## src/verilog/rip_pkg.sv

```systemverilog
// Purpose: Shared constants, field layout and helpers of the integer pipeline
// Assumes: Instruction word laid out by the field positions below
// Notes:   Opcode and trap encodings are local to this unit
`default_nettype none
package rip_pkg;
	typedef logic [31:0] rip_word_t;
	// Opcode classes
	localparam logic [3:0] OP_ALU  = 4'h0;
	localparam logic [3:0] OP_LD   = 4'h1;
	localparam logic [3:0] OP_ST   = 4'h2;
	localparam logic [3:0] OP_BR   = 4'h3;
	localparam logic [3:0] OP_CALL = 4'h4;
	localparam logic [3:0] OP_JMPL = 4'h5;
	localparam logic [3:0] OP_RETT = 4'h6;
	localparam logic [3:0] OP_NOP  = 4'h7;
	localparam logic [3:0] OP_JABS = 4'h8;
	// Field positions
	localparam int OPC_LSB   = 28;
	localparam int RD_LSB    = 23;
	localparam int ANNUL_BIT = 27;
	localparam int COND_LSB  = 23;
	localparam int RS1_LSB   = 18;
	localparam int IMM_BIT   = 17;
	localparam int FN_LSB    = 13;
	localparam int SIZE_LSB  = 13;
	localparam int SIGN_BIT  = 15;
	localparam int RS2_LSB   = 0;
	localparam int ICC_MSB   = 23;
	localparam int ICC_LSB   = 20;
	localparam int TBA_LSB   = 12;
	localparam int TT_LSB    = 4;
	// Condition flag positions
	localparam int ICC_N = 3;
	localparam int ICC_Z = 2;
	localparam int ICC_V = 1;
	localparam int ICC_C = 0;
	// ALU functions, bit 3 of the field sets flags
	localparam int          FN_CC_BIT = 3;
	localparam logic [2:0] FN_ADD = 3'h0;
	localparam logic [2:0] FN_SUB = 3'h1;
	localparam logic [2:0] FN_AND = 3'h2;
	localparam logic [2:0] FN_OR  = 3'h3;
	localparam logic [2:0] FN_XOR = 3'h4;
	localparam logic [2:0] FN_SLL = 3'h5;
	localparam logic [2:0] FN_SRL = 3'h6;
	localparam logic [2:0] FN_SRA = 3'h7;
	// Access sizes
	localparam logic [1:0] SZ_BYTE = 2'h0;
	localparam logic [1:0] SZ_HALF = 2'h1;
	localparam logic [1:0] SZ_WORD = 2'h2;
	// Trap codes
	localparam logic [7:0] TT_ILLEGAL = 8'h02;
	localparam logic [7:0] TT_ALIGN   = 8'h07;
	localparam logic [7:0] TT_ASYNC   = 8'h1f;
	// Misc values
	localparam logic [4:0] LINK_REG = 5'h0f;
	localparam rip_word_t  RST_PC   = 32'h0000_0000;
	localparam rip_word_t  PC_STEP  = 32'h0000_0004;

	function automatic rip_word_t rip_shift(input rip_word_t v, input logic [4:0] amt,
		input logic right, input logic arith);
		logic [63:0] ext;
		ext = {{32{arith & v[31]}}, v};
		if (right) begin
			return ext[amt +: 32];
		end
		return 32'(v << amt);
	endfunction : rip_shift

	function automatic logic [4:0] rip_lane(input logic [1:0] alo, input logic [1:0] size);
		if (size == SZ_BYTE) begin
			return {~alo, 3'h0};
		end
		if (size == SZ_HALF) begin
			return {~alo[1], 4'h0};
		end
		return 5'h00;
	endfunction : rip_lane

	function automatic rip_word_t rip_agu(input rip_word_t ir, input rip_word_t pc,
		input rip_word_t ra, input rip_word_t rb);
		unique case (ir[OPC_LSB +: 4])
			OP_CALL: return pc + {{2{ir[27]}}, ir[27:0], 2'h0};
			OP_JABS: return {7'h00, ir[22:0], 2'h0};
			OP_BR:   return pc + {{7{ir[22]}}, ir[22:0], 2'h0};
			default: return ir[IMM_BIT] ? ra + {{19{ir[12]}}, ir[12:0]} : ra + rb;
		endcase
	endfunction : rip_agu

	function automatic logic rip_cond(input logic [3:0] c, input logic [3:0] icc);
		logic s;
		s = 1'b0;
		unique case (c[2:0])
			3'h0: s = 1'b0;
			3'h1: s = icc[ICC_Z];
			3'h2: s = icc[ICC_N];
			3'h3: s = icc[ICC_C];
			3'h4: s = icc[ICC_V];
			3'h5: s = icc[ICC_N] ^ icc[ICC_V];
			3'h6: s = icc[ICC_Z] | (icc[ICC_N] ^ icc[ICC_V]);
			3'h7: s = icc[ICC_C] | icc[ICC_Z];
		endcase
		return s ^ c[3];
	endfunction : rip_cond
endpackage : rip_pkg
`default_nettype wire

```

## src/verilog/rip_alu.sv

```systemverilog
// Purpose: One-cycle integer ALU with barrel shifter
// Assumes: Operands from the operand registers
// Notes:   Purely combinational
`timescale 1ns/1ps
`default_nettype none
module rip_alu import rip_pkg::*; (
	// Operands
	input  wire logic [31:0] opa,
	input  wire logic [31:0] opb,
	input  wire logic [2:0]  fn,
	// Results
	output logic      [31:0] y,
	output logic      [3:0]  flags
);
	logic [32:0] sum;
	logic        ovf;

	always_comb begin
		sum = {1'b0, opa} + {1'b0, opb};
		ovf = 1'b0;
		y = sum[31:0];
		unique case (fn)
			FN_ADD: ovf = (opa[31] == opb[31]) && (y[31] != opa[31]);
			FN_SUB: begin
				sum = {1'b0, opa} - {1'b0, opb};
				y = sum[31:0];
				ovf = (opa[31] != opb[31]) && (y[31] != opa[31]);
			end
			FN_AND: y = opa & opb;
			FN_OR:  y = opa | opb;
			FN_XOR: y = opa ^ opb;
			FN_SLL: y = rip_shift(opa, opb[4:0], 1'b0, 1'b0);
			FN_SRL: y = rip_shift(opa, opb[4:0], 1'b1, 1'b0);
			FN_SRA: y = rip_shift(opa, opb[4:0], 1'b1, 1'b1);
		endcase
		flags[ICC_N] = y[31];
		flags[ICC_Z] = (y == 32'h0000_0000);
		flags[ICC_V] = ovf;
		flags[ICC_C] = (fn == FN_ADD || fn == FN_SUB) && sum[32];
	end
endmodule : rip_alu
`default_nettype wire

```

## src/verilog/rip_align.sv

```systemverilog
// Purpose: Load data aligner
// Assumes: Big-endian lanes, byte 0 is most significant
// Notes:   Purely combinational
`timescale 1ns/1ps
`default_nettype none
module rip_align import rip_pkg::*; (
	// Raw word and access shape
	input  wire logic [31:0] word,
	input  wire logic [1:0]  alo,
	input  wire logic [1:0]  size,
	input  wire logic        sgn,
	// Aligned value
	output logic      [31:0] data
);
	logic [31:0] sh;

	always_comb begin
		sh = rip_shift(word, rip_lane(alo, size), 1'b1, 1'b0);
		unique case (size)
			SZ_BYTE: data = {{24{sgn & sh[7]}}, sh[7:0]};
			SZ_HALF: data = {{16{sgn & sh[15]}}, sh[15:0]};
			default: data = word;
		endcase
	end
endmodule : rip_align
`default_nettype wire

```

## src/verilog/rip_pipe.sv

```systemverilog
// Purpose: Four-stage integer pipeline control and execution datapath
// Assumes: Instruction and data memories answer as described at the ports
// Notes:   Freeze on either hold input; traps taken in the write stage
//
// Notes on behaviour
// - Fetch, decode, execute, write stages; one instruction may enter per cycle.
// - Two-entry instruction buffer keeps fetching while decode is held by a load-use stall.
// - A trapping instruction never writes the register file.
// - A use right after a load of that register gets a one-cycle bubble.
// - The instruction after any control transfer is always fetched as delay slot.
// - Control transfers drop any buffered instruction after the delay slot; fetch changes path.
// - Annul bit on a not-taken branch turns its delay slot into a no-op.
// - Either hold input freezes the whole pipeline with execute held.
// - Synchronous traps win over asynchronous; taken only in write stage.
// - Taking a trap annuls all younger instructions, then fetches the handler.
// - ALU finishes in one cycle and updates the icc flags, state bits 23:20.
// - Operand registers load from register file, a bypass, or an immediate.
// - ALU output goes to a result register; only load data passes the aligner.
// - Dependence on the previous instruction takes the raw ALU output.
// - Dependence two instructions back takes the write-stage value: result register, or aligned load data after a load.
// - Loads place bytes and halfwords in the aligner before write-back.
// - Barrel shifter shifts a 32-bit value by a count in one cycle.
// - Stores shift bytes and halfwords onto their data bus lanes.
// - A separate address unit forms addresses per instruction format.
// - Trap handler address is formed from the trap base value.
// - Four program counters; current and next are saved on trap entry.
`timescale 1ns/1ps
`default_nettype none
module rip_pipe import rip_pkg::*; (
	// Clock and reset
	input  wire logic        mclk,
	input  wire logic        resetn,
	// Instruction fetch
	output logic      [31:0] inst_addr,
	output logic             inst_req,
	input  wire logic        inst_ready,
	input  wire logic [31:0] inst_rdata,
	// Data memory
	output logic             data_req,
	output logic             data_we,
	output logic      [31:0] data_addr,
	output logic      [31:0] data_wdata,
	output logic      [1:0]  data_size,
	input  wire logic [31:0] data_rdata,
	// Holds and traps
	input  wire logic        memory_hold_in,
	input  wire logic        bus_hold_in,
	input  wire logic        async_trap_in,
	input  wire logic [31:0] trap_vector_base,
	// Status
	output logic             trap_taken,
	output logic      [7:0]  trap_type,
	output logic      [31:0] saved_pc,
	output logic      [31:0] saved_npc,
	output logic      [31:0] proc_state
);
	// Fetch and buffer
	rip_word_t   next_prog_counter_reg;
	rip_word_t   redir_tgt_reg;
	logic        redir_reg;
	rip_word_t   buf_ir_reg [2];
	rip_word_t   buf_pc_reg [2];
	logic [1:0]  cnt_reg;
	// Decode
	logic        dec_v_reg;
	rip_word_t   dec_ir_reg;
	rip_word_t   dec_pc_reg;
	logic        ann_reg;
	// Execute
	logic        ex_v_reg;
	rip_word_t   ex_pc_reg;
	logic [4:0]  ex_rd_reg;
	logic        ex_wen_reg;
	logic        ex_ld_reg;
	logic        ex_st_reg;
	logic        ex_cc_reg;
	logic [2:0]  ex_fn_reg;
	logic        ex_tr_reg;
	logic [7:0]  ex_tt_reg;
	rip_word_t   opa_reg;
	rip_word_t   opb_reg;
	rip_word_t   ex_addr_reg;
	rip_word_t   ex_wdata_reg;
	logic [1:0]  ex_size_reg;
	logic        ex_sgn_reg;
	// Write
	logic        wr_v_reg;
	rip_word_t   wr_pc_reg;
	logic [4:0]  wr_rd_reg;
	logic        wr_wen_reg;
	logic        wr_ld_reg;
	logic        wr_cc_reg;
	logic        wr_tr_reg;
	logic [7:0]  wr_tt_reg;
	logic [1:0]  wr_size_reg;
	logic        wr_sgn_reg;
	logic [1:0]  wr_alo_reg;
	logic [3:0]  wr_icc_reg;
	rip_word_t   res_reg;
	// Architectural state
	logic [3:0]  icc_reg;
	rip_word_t   saved_pc_reg;
	rip_word_t   saved_npc_reg;
	logic [7:0]  trap_type_reg;
	rip_word_t   rf [32];
	// Combinational
	logic        freeze;
	logic        take_trap;
	logic [7:0]  trap_code;
	rip_word_t   trap_vec;
	logic        lu_stall;
	logic        dec_go;
	logic        br_now;
	logic        fetch_acc;
	logic        src_v;
	rip_word_t   src_ir;
	rip_word_t   src_pc;
	logic [3:0]  d_op;
	logic [4:0]  d_rs1;
	logic [4:0]  d_rs2;
	logic [4:0]  d_rd;
	logic        d_imm;
	logic        d_link;
	logic        d_ctrl;
	logic        d_useregs;
	logic        d_taken;
	logic        d_mis;
	logic        d_ill;
	logic        fwd_ex_a;
	logic        fwd_wr_a;
	rip_word_t   d_ra;
	rip_word_t   d_rb;
	rip_word_t   d_rdv;
	rip_word_t   d_addr;
	logic [1:0]  d_size;
	logic [3:0]  icc_fwd;
	rip_word_t   alu_y;
	logic [3:0]  alu_flags;
	rip_word_t   ld_data;
	rip_word_t   wb_data;
	logic        rf_we;

	function automatic logic ex_hit(input logic [4:0] rs);
		return ex_v_reg && ex_wen_reg && ex_rd_reg == rs && rs != 5'h00;
	endfunction : ex_hit

	function automatic logic wr_hit(input logic [4:0] rs);
		return wr_v_reg && wr_wen_reg && wr_rd_reg == rs && rs != 5'h00;
	endfunction : wr_hit

	// Operand select with both bypasses
	function automatic rip_word_t fwd(input logic [4:0] rs);
		if (rs == 5'h00) begin
			return 32'h0000_0000;
		end
		if (ex_hit(rs) && !ex_ld_reg) begin
			return alu_y;
		end
		if (wr_hit(rs)) begin
			return wb_data;
		end
		return rf[rs];
	endfunction : fwd

	rip_alu u_alu (
		.opa   (opa_reg),
		.opb   (opb_reg),
		.fn    (ex_fn_reg),
		.y     (alu_y),
		.flags (alu_flags)
	);

	rip_align u_align (
		.word (data_rdata),
		.alo  (wr_alo_reg),
		.size (wr_size_reg),
		.sgn  (wr_sgn_reg),
		.data (ld_data)
	);

	// Pipeline control
	always_comb begin
		wb_data = wr_ld_reg ? ld_data : res_reg;
		freeze = memory_hold_in | bus_hold_in;
		take_trap = wr_v_reg && (wr_tr_reg || async_trap_in) && !freeze;
		trap_code = wr_tr_reg ? wr_tt_reg : TT_ASYNC;
		trap_vec = {trap_vector_base[31:TBA_LSB], trap_code, {TT_LSB{1'b0}}};
		d_op = dec_ir_reg[OPC_LSB +: 4];
		d_rs1 = dec_ir_reg[RS1_LSB +: 5];
		d_rs2 = dec_ir_reg[RS2_LSB +: 5];
		d_rd = dec_ir_reg[RD_LSB +: 5];
		d_imm = dec_ir_reg[IMM_BIT];
		d_size = dec_ir_reg[SIZE_LSB +: 2];
		d_link = d_op == OP_CALL || d_op == OP_JMPL;
		d_ctrl = d_link || d_op == OP_BR || d_op == OP_RETT || d_op == OP_JABS;
		d_useregs = d_op == OP_ALU || d_op == OP_LD || d_op == OP_ST
			|| d_op == OP_JMPL || d_op == OP_RETT;
		d_ill = d_op > OP_JABS;
		d_ra = fwd(d_rs1);
		d_rb = fwd(d_rs2);
		d_rdv = fwd(d_rd);
		fwd_ex_a = ex_hit(d_rs1) && !ex_ld_reg;
		fwd_wr_a = !ex_hit(d_rs1) && wr_hit(d_rs1);
		d_addr = rip_agu(dec_ir_reg, dec_pc_reg, d_ra, d_rb);
		d_mis = (d_op == OP_LD || d_op == OP_ST)
			&& ((d_size == SZ_HALF && d_addr[0]) || (d_size == SZ_WORD && d_addr[1:0] != 2'h0));
		icc_fwd = icc_reg;
		if (ex_v_reg && ex_cc_reg) begin
			icc_fwd = alu_flags;
		end else if (wr_v_reg && wr_cc_reg) begin
			icc_fwd = wr_icc_reg;
		end
		d_taken = d_op == OP_BR ? rip_cond(dec_ir_reg[COND_LSB +: 4], icc_fwd) : d_ctrl;
		lu_stall = dec_v_reg && ex_v_reg && ex_ld_reg && ((d_useregs && ex_hit(d_rs1))
			|| (d_useregs && !d_imm && ex_hit(d_rs2))
			|| (d_op == OP_ST && ex_hit(d_rd)));
		dec_go = !freeze && !take_trap && !lu_stall;
		br_now = dec_v_reg && dec_go && d_ctrl && d_taken && !ann_reg;
		inst_req = !freeze && !take_trap && cnt_reg != 2'h2 && !(br_now && cnt_reg != 2'h0);
		fetch_acc = inst_req && inst_ready;
		src_v = cnt_reg != 2'h0 || fetch_acc;
		src_ir = cnt_reg != 2'h0 ? buf_ir_reg[0] : inst_rdata;
		src_pc = cnt_reg != 2'h0 ? buf_pc_reg[0] : next_prog_counter_reg;
		rf_we = wr_v_reg && wr_wen_reg && !take_trap && !freeze;
	end

	// Fetch counter and delayed redirect
	always_ff @(posedge mclk or negedge resetn) begin
		if (!resetn) begin
			next_prog_counter_reg <= RST_PC;
			redir_tgt_reg <= RST_PC;
			redir_reg <= 1'b0;
		end else if (take_trap) begin
			next_prog_counter_reg <= trap_vec;
			redir_reg <= 1'b0;
		end else if (br_now) begin
			if (cnt_reg != 2'h0 || fetch_acc) begin
				next_prog_counter_reg <= d_addr;
			end else begin
				redir_reg <= 1'b1;
				redir_tgt_reg <= d_addr;
			end
		end else if (fetch_acc) begin
			next_prog_counter_reg <= redir_reg ? redir_tgt_reg : next_prog_counter_reg + PC_STEP;
			redir_reg <= 1'b0;
		end
	end

	// Instruction buffer
	always_ff @(posedge mclk or negedge resetn) begin
		if (!resetn) begin
			cnt_reg <= 2'h0;
			for (int i = 0; i < 2; i++) begin
				buf_ir_reg[i] <= 32'h0000_0000;
				buf_pc_reg[i] <= RST_PC;
			end
		end else if (take_trap) begin
			cnt_reg <= 2'h0;
		end else if (br_now && cnt_reg != 2'h0) begin
			cnt_reg <= 2'h0;
		end else begin
			unique case ({dec_go && cnt_reg != 2'h0, fetch_acc && !(dec_go && cnt_reg == 2'h0)})
				2'b10: begin
					buf_ir_reg[0] <= buf_ir_reg[1];
					buf_pc_reg[0] <= buf_pc_reg[1];
					cnt_reg <= cnt_reg - 2'h1;
				end
				2'b01: begin
					buf_ir_reg[cnt_reg[0]] <= inst_rdata;
					buf_pc_reg[cnt_reg[0]] <= next_prog_counter_reg;
					cnt_reg <= cnt_reg + 2'h1;
				end
				2'b11: begin
					buf_ir_reg[0] <= inst_rdata;
					buf_pc_reg[0] <= next_prog_counter_reg;
				end
				default: begin
				end
			endcase
		end
	end

	// Decode stage
	always_ff @(posedge mclk or negedge resetn) begin
		if (!resetn) begin
			dec_v_reg <= 1'b0;
			dec_ir_reg <= 32'h0000_0000;
			dec_pc_reg <= RST_PC;
			ann_reg <= 1'b0;
		end else if (take_trap) begin
			dec_v_reg <= 1'b0;
			ann_reg <= 1'b0;
		end else if (dec_go) begin
			dec_v_reg <= src_v;
			if (src_v) begin
				dec_ir_reg <= src_ir;
				dec_pc_reg <= src_pc;
			end
			if (dec_v_reg) begin
				ann_reg <= d_op == OP_BR && dec_ir_reg[ANNUL_BIT] && !d_taken;
			end
		end
	end

	// Execute stage
	always_ff @(posedge mclk or negedge resetn) begin
		if (!resetn) begin
			ex_v_reg <= 1'b0;
			ex_pc_reg <= RST_PC;
			ex_rd_reg <= 5'h00;
			ex_wen_reg <= 1'b0;
			ex_ld_reg <= 1'b0;
			ex_st_reg <= 1'b0;
			ex_cc_reg <= 1'b0;
			ex_fn_reg <= FN_ADD;
			ex_tr_reg <= 1'b0;
			ex_tt_reg <= 8'h00;
			opa_reg <= 32'h0000_0000;
			opb_reg <= 32'h0000_0000;
			ex_addr_reg <= 32'h0000_0000;
			ex_wdata_reg <= 32'h0000_0000;
			ex_size_reg <= SZ_WORD;
			ex_sgn_reg <= 1'b0;
		end else if (take_trap) begin
			ex_v_reg <= 1'b0;
		end else if (!freeze) begin
			ex_v_reg <= dec_go && dec_v_reg && !ann_reg;
			if (dec_go) begin
				ex_pc_reg <= dec_pc_reg;
				ex_rd_reg <= d_op == OP_CALL ? LINK_REG : d_rd;
				ex_wen_reg <= d_link || d_op == OP_ALU || d_op == OP_LD;
				ex_ld_reg <= d_op == OP_LD;
				ex_st_reg <= d_op == OP_ST;
				ex_cc_reg <= d_op == OP_ALU && dec_ir_reg[FN_LSB + FN_CC_BIT];
				ex_fn_reg <= d_op == OP_ALU ? dec_ir_reg[FN_LSB +: 3] : FN_ADD;
				ex_tr_reg <= d_ill || d_mis;
				ex_tt_reg <= d_ill ? TT_ILLEGAL : TT_ALIGN;
				opa_reg <= d_link ? dec_pc_reg : d_ra;
				opb_reg <= d_link ? 32'h0000_0000 : d_imm
					? {{19{dec_ir_reg[12]}}, dec_ir_reg[12:0]} : d_rb;
				ex_addr_reg <= d_addr;
				ex_wdata_reg <= rip_shift(d_rdv, rip_lane(d_addr[1:0], d_size), 1'b0, 1'b0);
				ex_size_reg <= d_size;
				ex_sgn_reg <= dec_ir_reg[SIGN_BIT];
			end
		end
	end

	// Write stage
	always_ff @(posedge mclk or negedge resetn) begin
		if (!resetn) begin
			wr_v_reg <= 1'b0;
			wr_pc_reg <= RST_PC;
			wr_rd_reg <= 5'h00;
			wr_wen_reg <= 1'b0;
			wr_ld_reg <= 1'b0;
			wr_cc_reg <= 1'b0;
			wr_tr_reg <= 1'b0;
			wr_tt_reg <= 8'h00;
			wr_size_reg <= SZ_WORD;
			wr_sgn_reg <= 1'b0;
			wr_alo_reg <= 2'h0;
			wr_icc_reg <= 4'h0;
			res_reg <= 32'h0000_0000;
		end else if (take_trap) begin
			wr_v_reg <= 1'b0;
		end else if (!freeze) begin
			wr_v_reg <= ex_v_reg;
			wr_pc_reg <= ex_pc_reg;
			wr_rd_reg <= ex_rd_reg;
			wr_wen_reg <= ex_wen_reg;
			wr_ld_reg <= ex_ld_reg;
			wr_cc_reg <= ex_cc_reg;
			wr_tr_reg <= ex_tr_reg;
			wr_tt_reg <= ex_tt_reg;
			wr_size_reg <= ex_size_reg;
			wr_sgn_reg <= ex_sgn_reg;
			wr_alo_reg <= ex_addr_reg[1:0];
			wr_icc_reg <= alu_flags;
			res_reg <= alu_y;
		end
	end

	// Register file
	always_ff @(posedge mclk) begin
		if (rf_we) begin
			rf[wr_rd_reg] <= wb_data;
		end
	end

	// Condition codes and trap state
	always_ff @(posedge mclk or negedge resetn) begin
		if (!resetn) begin
			icc_reg <= 4'h0;
			saved_pc_reg <= RST_PC;
			saved_npc_reg <= RST_PC;
			trap_type_reg <= 8'h00;
		end else if (take_trap) begin
			saved_pc_reg <= wr_pc_reg;
			saved_npc_reg <= ex_v_reg ? ex_pc_reg : dec_v_reg ? dec_pc_reg
				: cnt_reg != 2'h0 ? buf_pc_reg[0] : next_prog_counter_reg;
			trap_type_reg <= trap_code;
		end else if (wr_v_reg && wr_cc_reg && !freeze) begin
			icc_reg <= wr_icc_reg;
		end
	end

	// Outputs
	always_comb begin
		inst_addr = next_prog_counter_reg;
		data_req = ex_v_reg && (ex_ld_reg || ex_st_reg) && !ex_tr_reg && !take_trap;
		data_we = ex_st_reg;
		data_addr = ex_addr_reg;
		data_wdata = ex_wdata_reg;
		data_size = ex_size_reg;
		trap_taken = take_trap;
		trap_type = trap_type_reg;
		saved_pc = saved_pc_reg;
		saved_npc = saved_npc_reg;
		proc_state = 32'h0000_0000;
		proc_state[ICC_MSB:ICC_LSB] = icc_reg;
	end
endmodule : rip_pipe
`default_nettype wire

```

## config.mk

```make
export PLATFORM = sky130hd
export DESIGN_NAME = rip_pipe
export DESIGN_NICKNAME = d
export VERILOG_FILES = /design/src/verilog/rip_pkg.sv /design/src/verilog/rip_alu.sv /design/src/verilog/rip_align.sv /design/src/verilog/rip_pipe.sv
export SDC_FILE = /design/constraint.sdc
export NUM_CORES = 2
export LEC_CHECK = 0
export BUFFER_PORTS_ARGS = -buffer_cell sky130_fd_sc_hd__buf_4
export CORE_MARGIN = 2
export CORE_UTILIZATION = 60
export CTS_BUF_LIST = sky130_fd_sc_hd__clkbuf_8
export CTS_CLUSTER_SIZE = 28
export DETAILED_ROUTE_END_ITERATION = 12
export PLACE_DENSITY = 0.8
export SLEW_MARGIN = 30
export SYNTH_ARGS = -nofsm -noshare
export SYNTH_HDL_FRONTEND = slang
export SYNTH_SLANG_ARGS = --single-unit
export TNS_END_PERCENT = 50
```

## constraint.sdc

```tcl
create_clock -name mclk -period 23.7 [get_ports mclk]
set_clock_uncertainty 0.1 [all_clocks]
set_input_delay 3.555 -clock mclk [delete_from_list [all_inputs] [get_ports mclk]]
set_output_delay 3.555 -clock mclk [all_outputs]
set_load 0.01 [all_outputs]
```

==> metrics.yaml <==
p_leak_nw: 40.48
place_area_um2: 101700
seq_area_frac_synth_pct: 46.97
end_kind: "primary output"
cts_buffer_depth: 4
netlist_instances: 7751
largest_reg_flops: 1024
ctsResizeCount: 0
maxSlewHeadroom_pct: 22.32
clk_latency_ns: 1.12
grt_max_degree: 175
cp.required_ns: 20.05
grt_pass1_wl_mm: 545.0
intPower_mw: 9.360
setup_violations: 0
dr.pass1.iters: 7
wire_per_inst_um: 37.50
ys_async_sr_fraction_pct: 36.75
tritoncts: "built"
drive_gt1_share_pct: 26.45
grt_pass1_vias: 76205
grt_overflow_total: 0
drv_cap: 0
path_max_fanout: 46
netlist_area_um2: 97170
mostFrequentLayoutCells: "edfxtp_1 (1024), nand2_1 (999), mux4_2 (895)"
post-dp-hpwl_mm: 251.5
htree_levels: 5
die_h_um: 406.4
path_cells: "buf_4 -> mux2_2 -> mux4_2 -> and2_1 -> o21ai_0 -> a31oi_1 -> nor4_1 -> nand4_1 -> nor4b_2 -> nand4b_1 -> nor4_2 -> a21o_1 -> a211o_2 -> o211ai_4 -> buf_4 -> a211oi_1 -> buf_4"
swShare_pct: 49.53
worstPathArrival_ns: 8.39
crit_path_top_delay_cell: "nor4_2"
slew_violations: 0
max_clock_freq_mhz: 83.00
viasPerCell: 7.646
numCtsBuffers: 290
switchingPower_mw: 9.184
start_util_pct: 60.45
drc: 0
antenna_found_initial: 19
cp-start-kind: "flop"
nFillCells: 11234
synth-main-ff-cell: "edfxtp_1"
cts_root_buf: "clkbuf_8"
avgSynthCellArea_um2: 12.54
clkTransAtPathRegs_ns: 0.06
synth-edff-count: 1024
cpMostUsedCell: "buf_4"
grt_setup_unrepaired: "false"
worst-setup-path-type: "flop to primary output"
die_w_um: 406.4
gp_congestion: 1.018
p_per_area_nw_per_um2: 173.0
period_minus_slack_ns: 12.05
power.share.clock_pct: 13.7
placement.io_buffers: 264
irDropWorstVdd_v: 0.0001054
area_growth_pct: 10.33
hold_buffers: 0
design_area_um2: 107200
yosysWarningCount: 0
track_usage_pct: 46.51
pin_count: 308
combPwrFrac_pct: 61.6
core-area_um2: 160800
clock_sinks: 1619
pwr-share-seq_pct: 24.7
tns_ns: 0
row_count: 147
ant_nets: 0
routed_wl_mm: 384.8
hold_viol_final: 0
max_stage_delay_ns: 0.79
dieArea_um2: 165200
nets: 8161
fin_crit_sh_pct: 50.83
via_count: 78445
mostFrequentLayoutCell: "edfxtp_1"
drt_iter0_markers: 13897
holdCritPathClass: "flop to flop"
tightest_slew_ns: 1.160
run_status: "finished clean"
synth-seq-cells: 1619
cts_setup_buffers: 0
ys_types: 100
## cell families (layout without fill, tap and decap cells)
group           Yosys count  after routing  share of synthesized area [%]
simple gates           1893           1893                          8.424
compound gates         1671           1671                          11.19
flops                  1619           1619                          46.97
mux                    1448           1448                          26.72
buf+inv                 829           1134                          3.421
fa+ha+maj               163            163                          2.127
xor+xnor                127            127                          1.145
other cells               1             45                       0.003859
## metrics by stage
step / power (mW) / worst slack, ns / instances / hold slack [ns] / utilization (%)
finish: 18.54 / 11.65 / 10260 / 0.3380 / 66.69
global route: 19.06 / 11.49 / 10250 / 0.3904 / 66.68
CTS: 18.05 / 11.83 / 10241 / 0.3497 / 66.58
detailed placement: 15.49 / 12.08 / 9760 / 0.3514 / 63.28
global placement: 15.28 / 12.18 / 9755 / 0.3487 / 63.19
floorplan: 11.21 / 14.47 / 7781 / 0.3346 / -
## power by group through the flow
| stage | Combinational (mW) | Sequential, mW | Clock (mW) |
|---|---|---|---|
| 6_report | 11.4 | 4.59 | 2.54 |
| 5_1_grt | 11.8 | 4.62 | 2.65 |
| 4_1_cts | 11.0 | 4.54 | 2.53 |
| 3_5_place_dp | 10.9 | 4.60 | 0 |
| 3_3_place_gp | 10.7 | 4.57 | 0 |
| 2_1_floorplan | 7.01 | 4.20 | 0 |
## synthesized netlist by cell type (16+ instances only)
cell type     n  area share, %
nand2b_1     40           0.26
edfxtp_1   1024             32
o21ai_0     472            2.4
a21o_1       41           0.32
o221ai_1     70           0.63
o31ai_1      25           0.19
and3_1       25           0.16
a22oi_1      46           0.36
buf_4        36           0.28
nor4_1       21           0.14
buf_1       159           0.61
nor2_1      442            1.7
a31oi_1      51           0.33
xor2_1       47           0.42
buf_2        32           0.16
nor2b_1      72           0.46
ha_1        158            2.0
or2_2        20           0.13
a22o_1       28           0.25
a221oi_1     33           0.30
dfrtp_1     593             15
o21a_1       25           0.19
clkbuf_1    437            1.7
nor3_1       83           0.43
a211oi_1     81           0.63
mux2i_1     337            3.5
a221o_1      46           0.47
inv_1       157           0.61
nand2_1    1003            3.9
o21bai_1     16           0.12
nand3_1      65           0.33
or3_1        18           0.12
o211ai_1     69           0.53
o22a_1       39           0.35
mux2_2      215            2.5
xnor2_1      80           0.72
a21oi_1     348            1.8
mux4_2      895             21
a211o_1      21           0.19
o22ai_1     129           0.83
nand4_1      26           0.17
## critical path, delay by kind of cell (launching register included)
kind | cells | cell delay, ns
AND/OR/NAND/NOR | 6 | 2.42
AO/OA/AOI/OAI | 6 | 1.92
buffers and inverters | 3 | 1.21
multiplexers | 2 | 0.97
flip-flops | 1 | 0.77
## layout make-up
type	instances	area, µm²	area share [%]
clock inverters	165	960.9	0.8963
inverters	160	600.6	0.5602
well taps	2160	2703	2.521
flip-flops and latches	1619	45700	42.63
repair buffers	493	3936	3.672
multi-input cells	5333	48920	45.63
clock buffers	316	4349	4.057
diodes	14	35.03	0.03268
## per-layer routing
layer	GRT usage [%]	up-vias	part of all wire, %
li1	-	30556	-
met1	59.05	38427	33
met2	67.72	7466	44
met3	14.53	1984	14
met4	33.94	12	9.1
met5	0	-	0.030
## worst paths after layout
kind,start,end,slack (ns),cells after the start
setup / recovery,opb_reg[0],inst_req,11.65,17
hold / removal,wr_pc_reg[17],saved_pc[17],0.34,2
setup reg to reg,dec_ir_reg[18],inst_addr[31],13.89,25
hold reg to reg,wr_pc_reg[17],saved_pc[17],0.34,2
max in group asynchronous,resetn,dec_ir_reg[1],18.21,5
min in group asynchronous,resetn,data_wdata[0],2.43,1
Power figures use the tool's default switching activity.
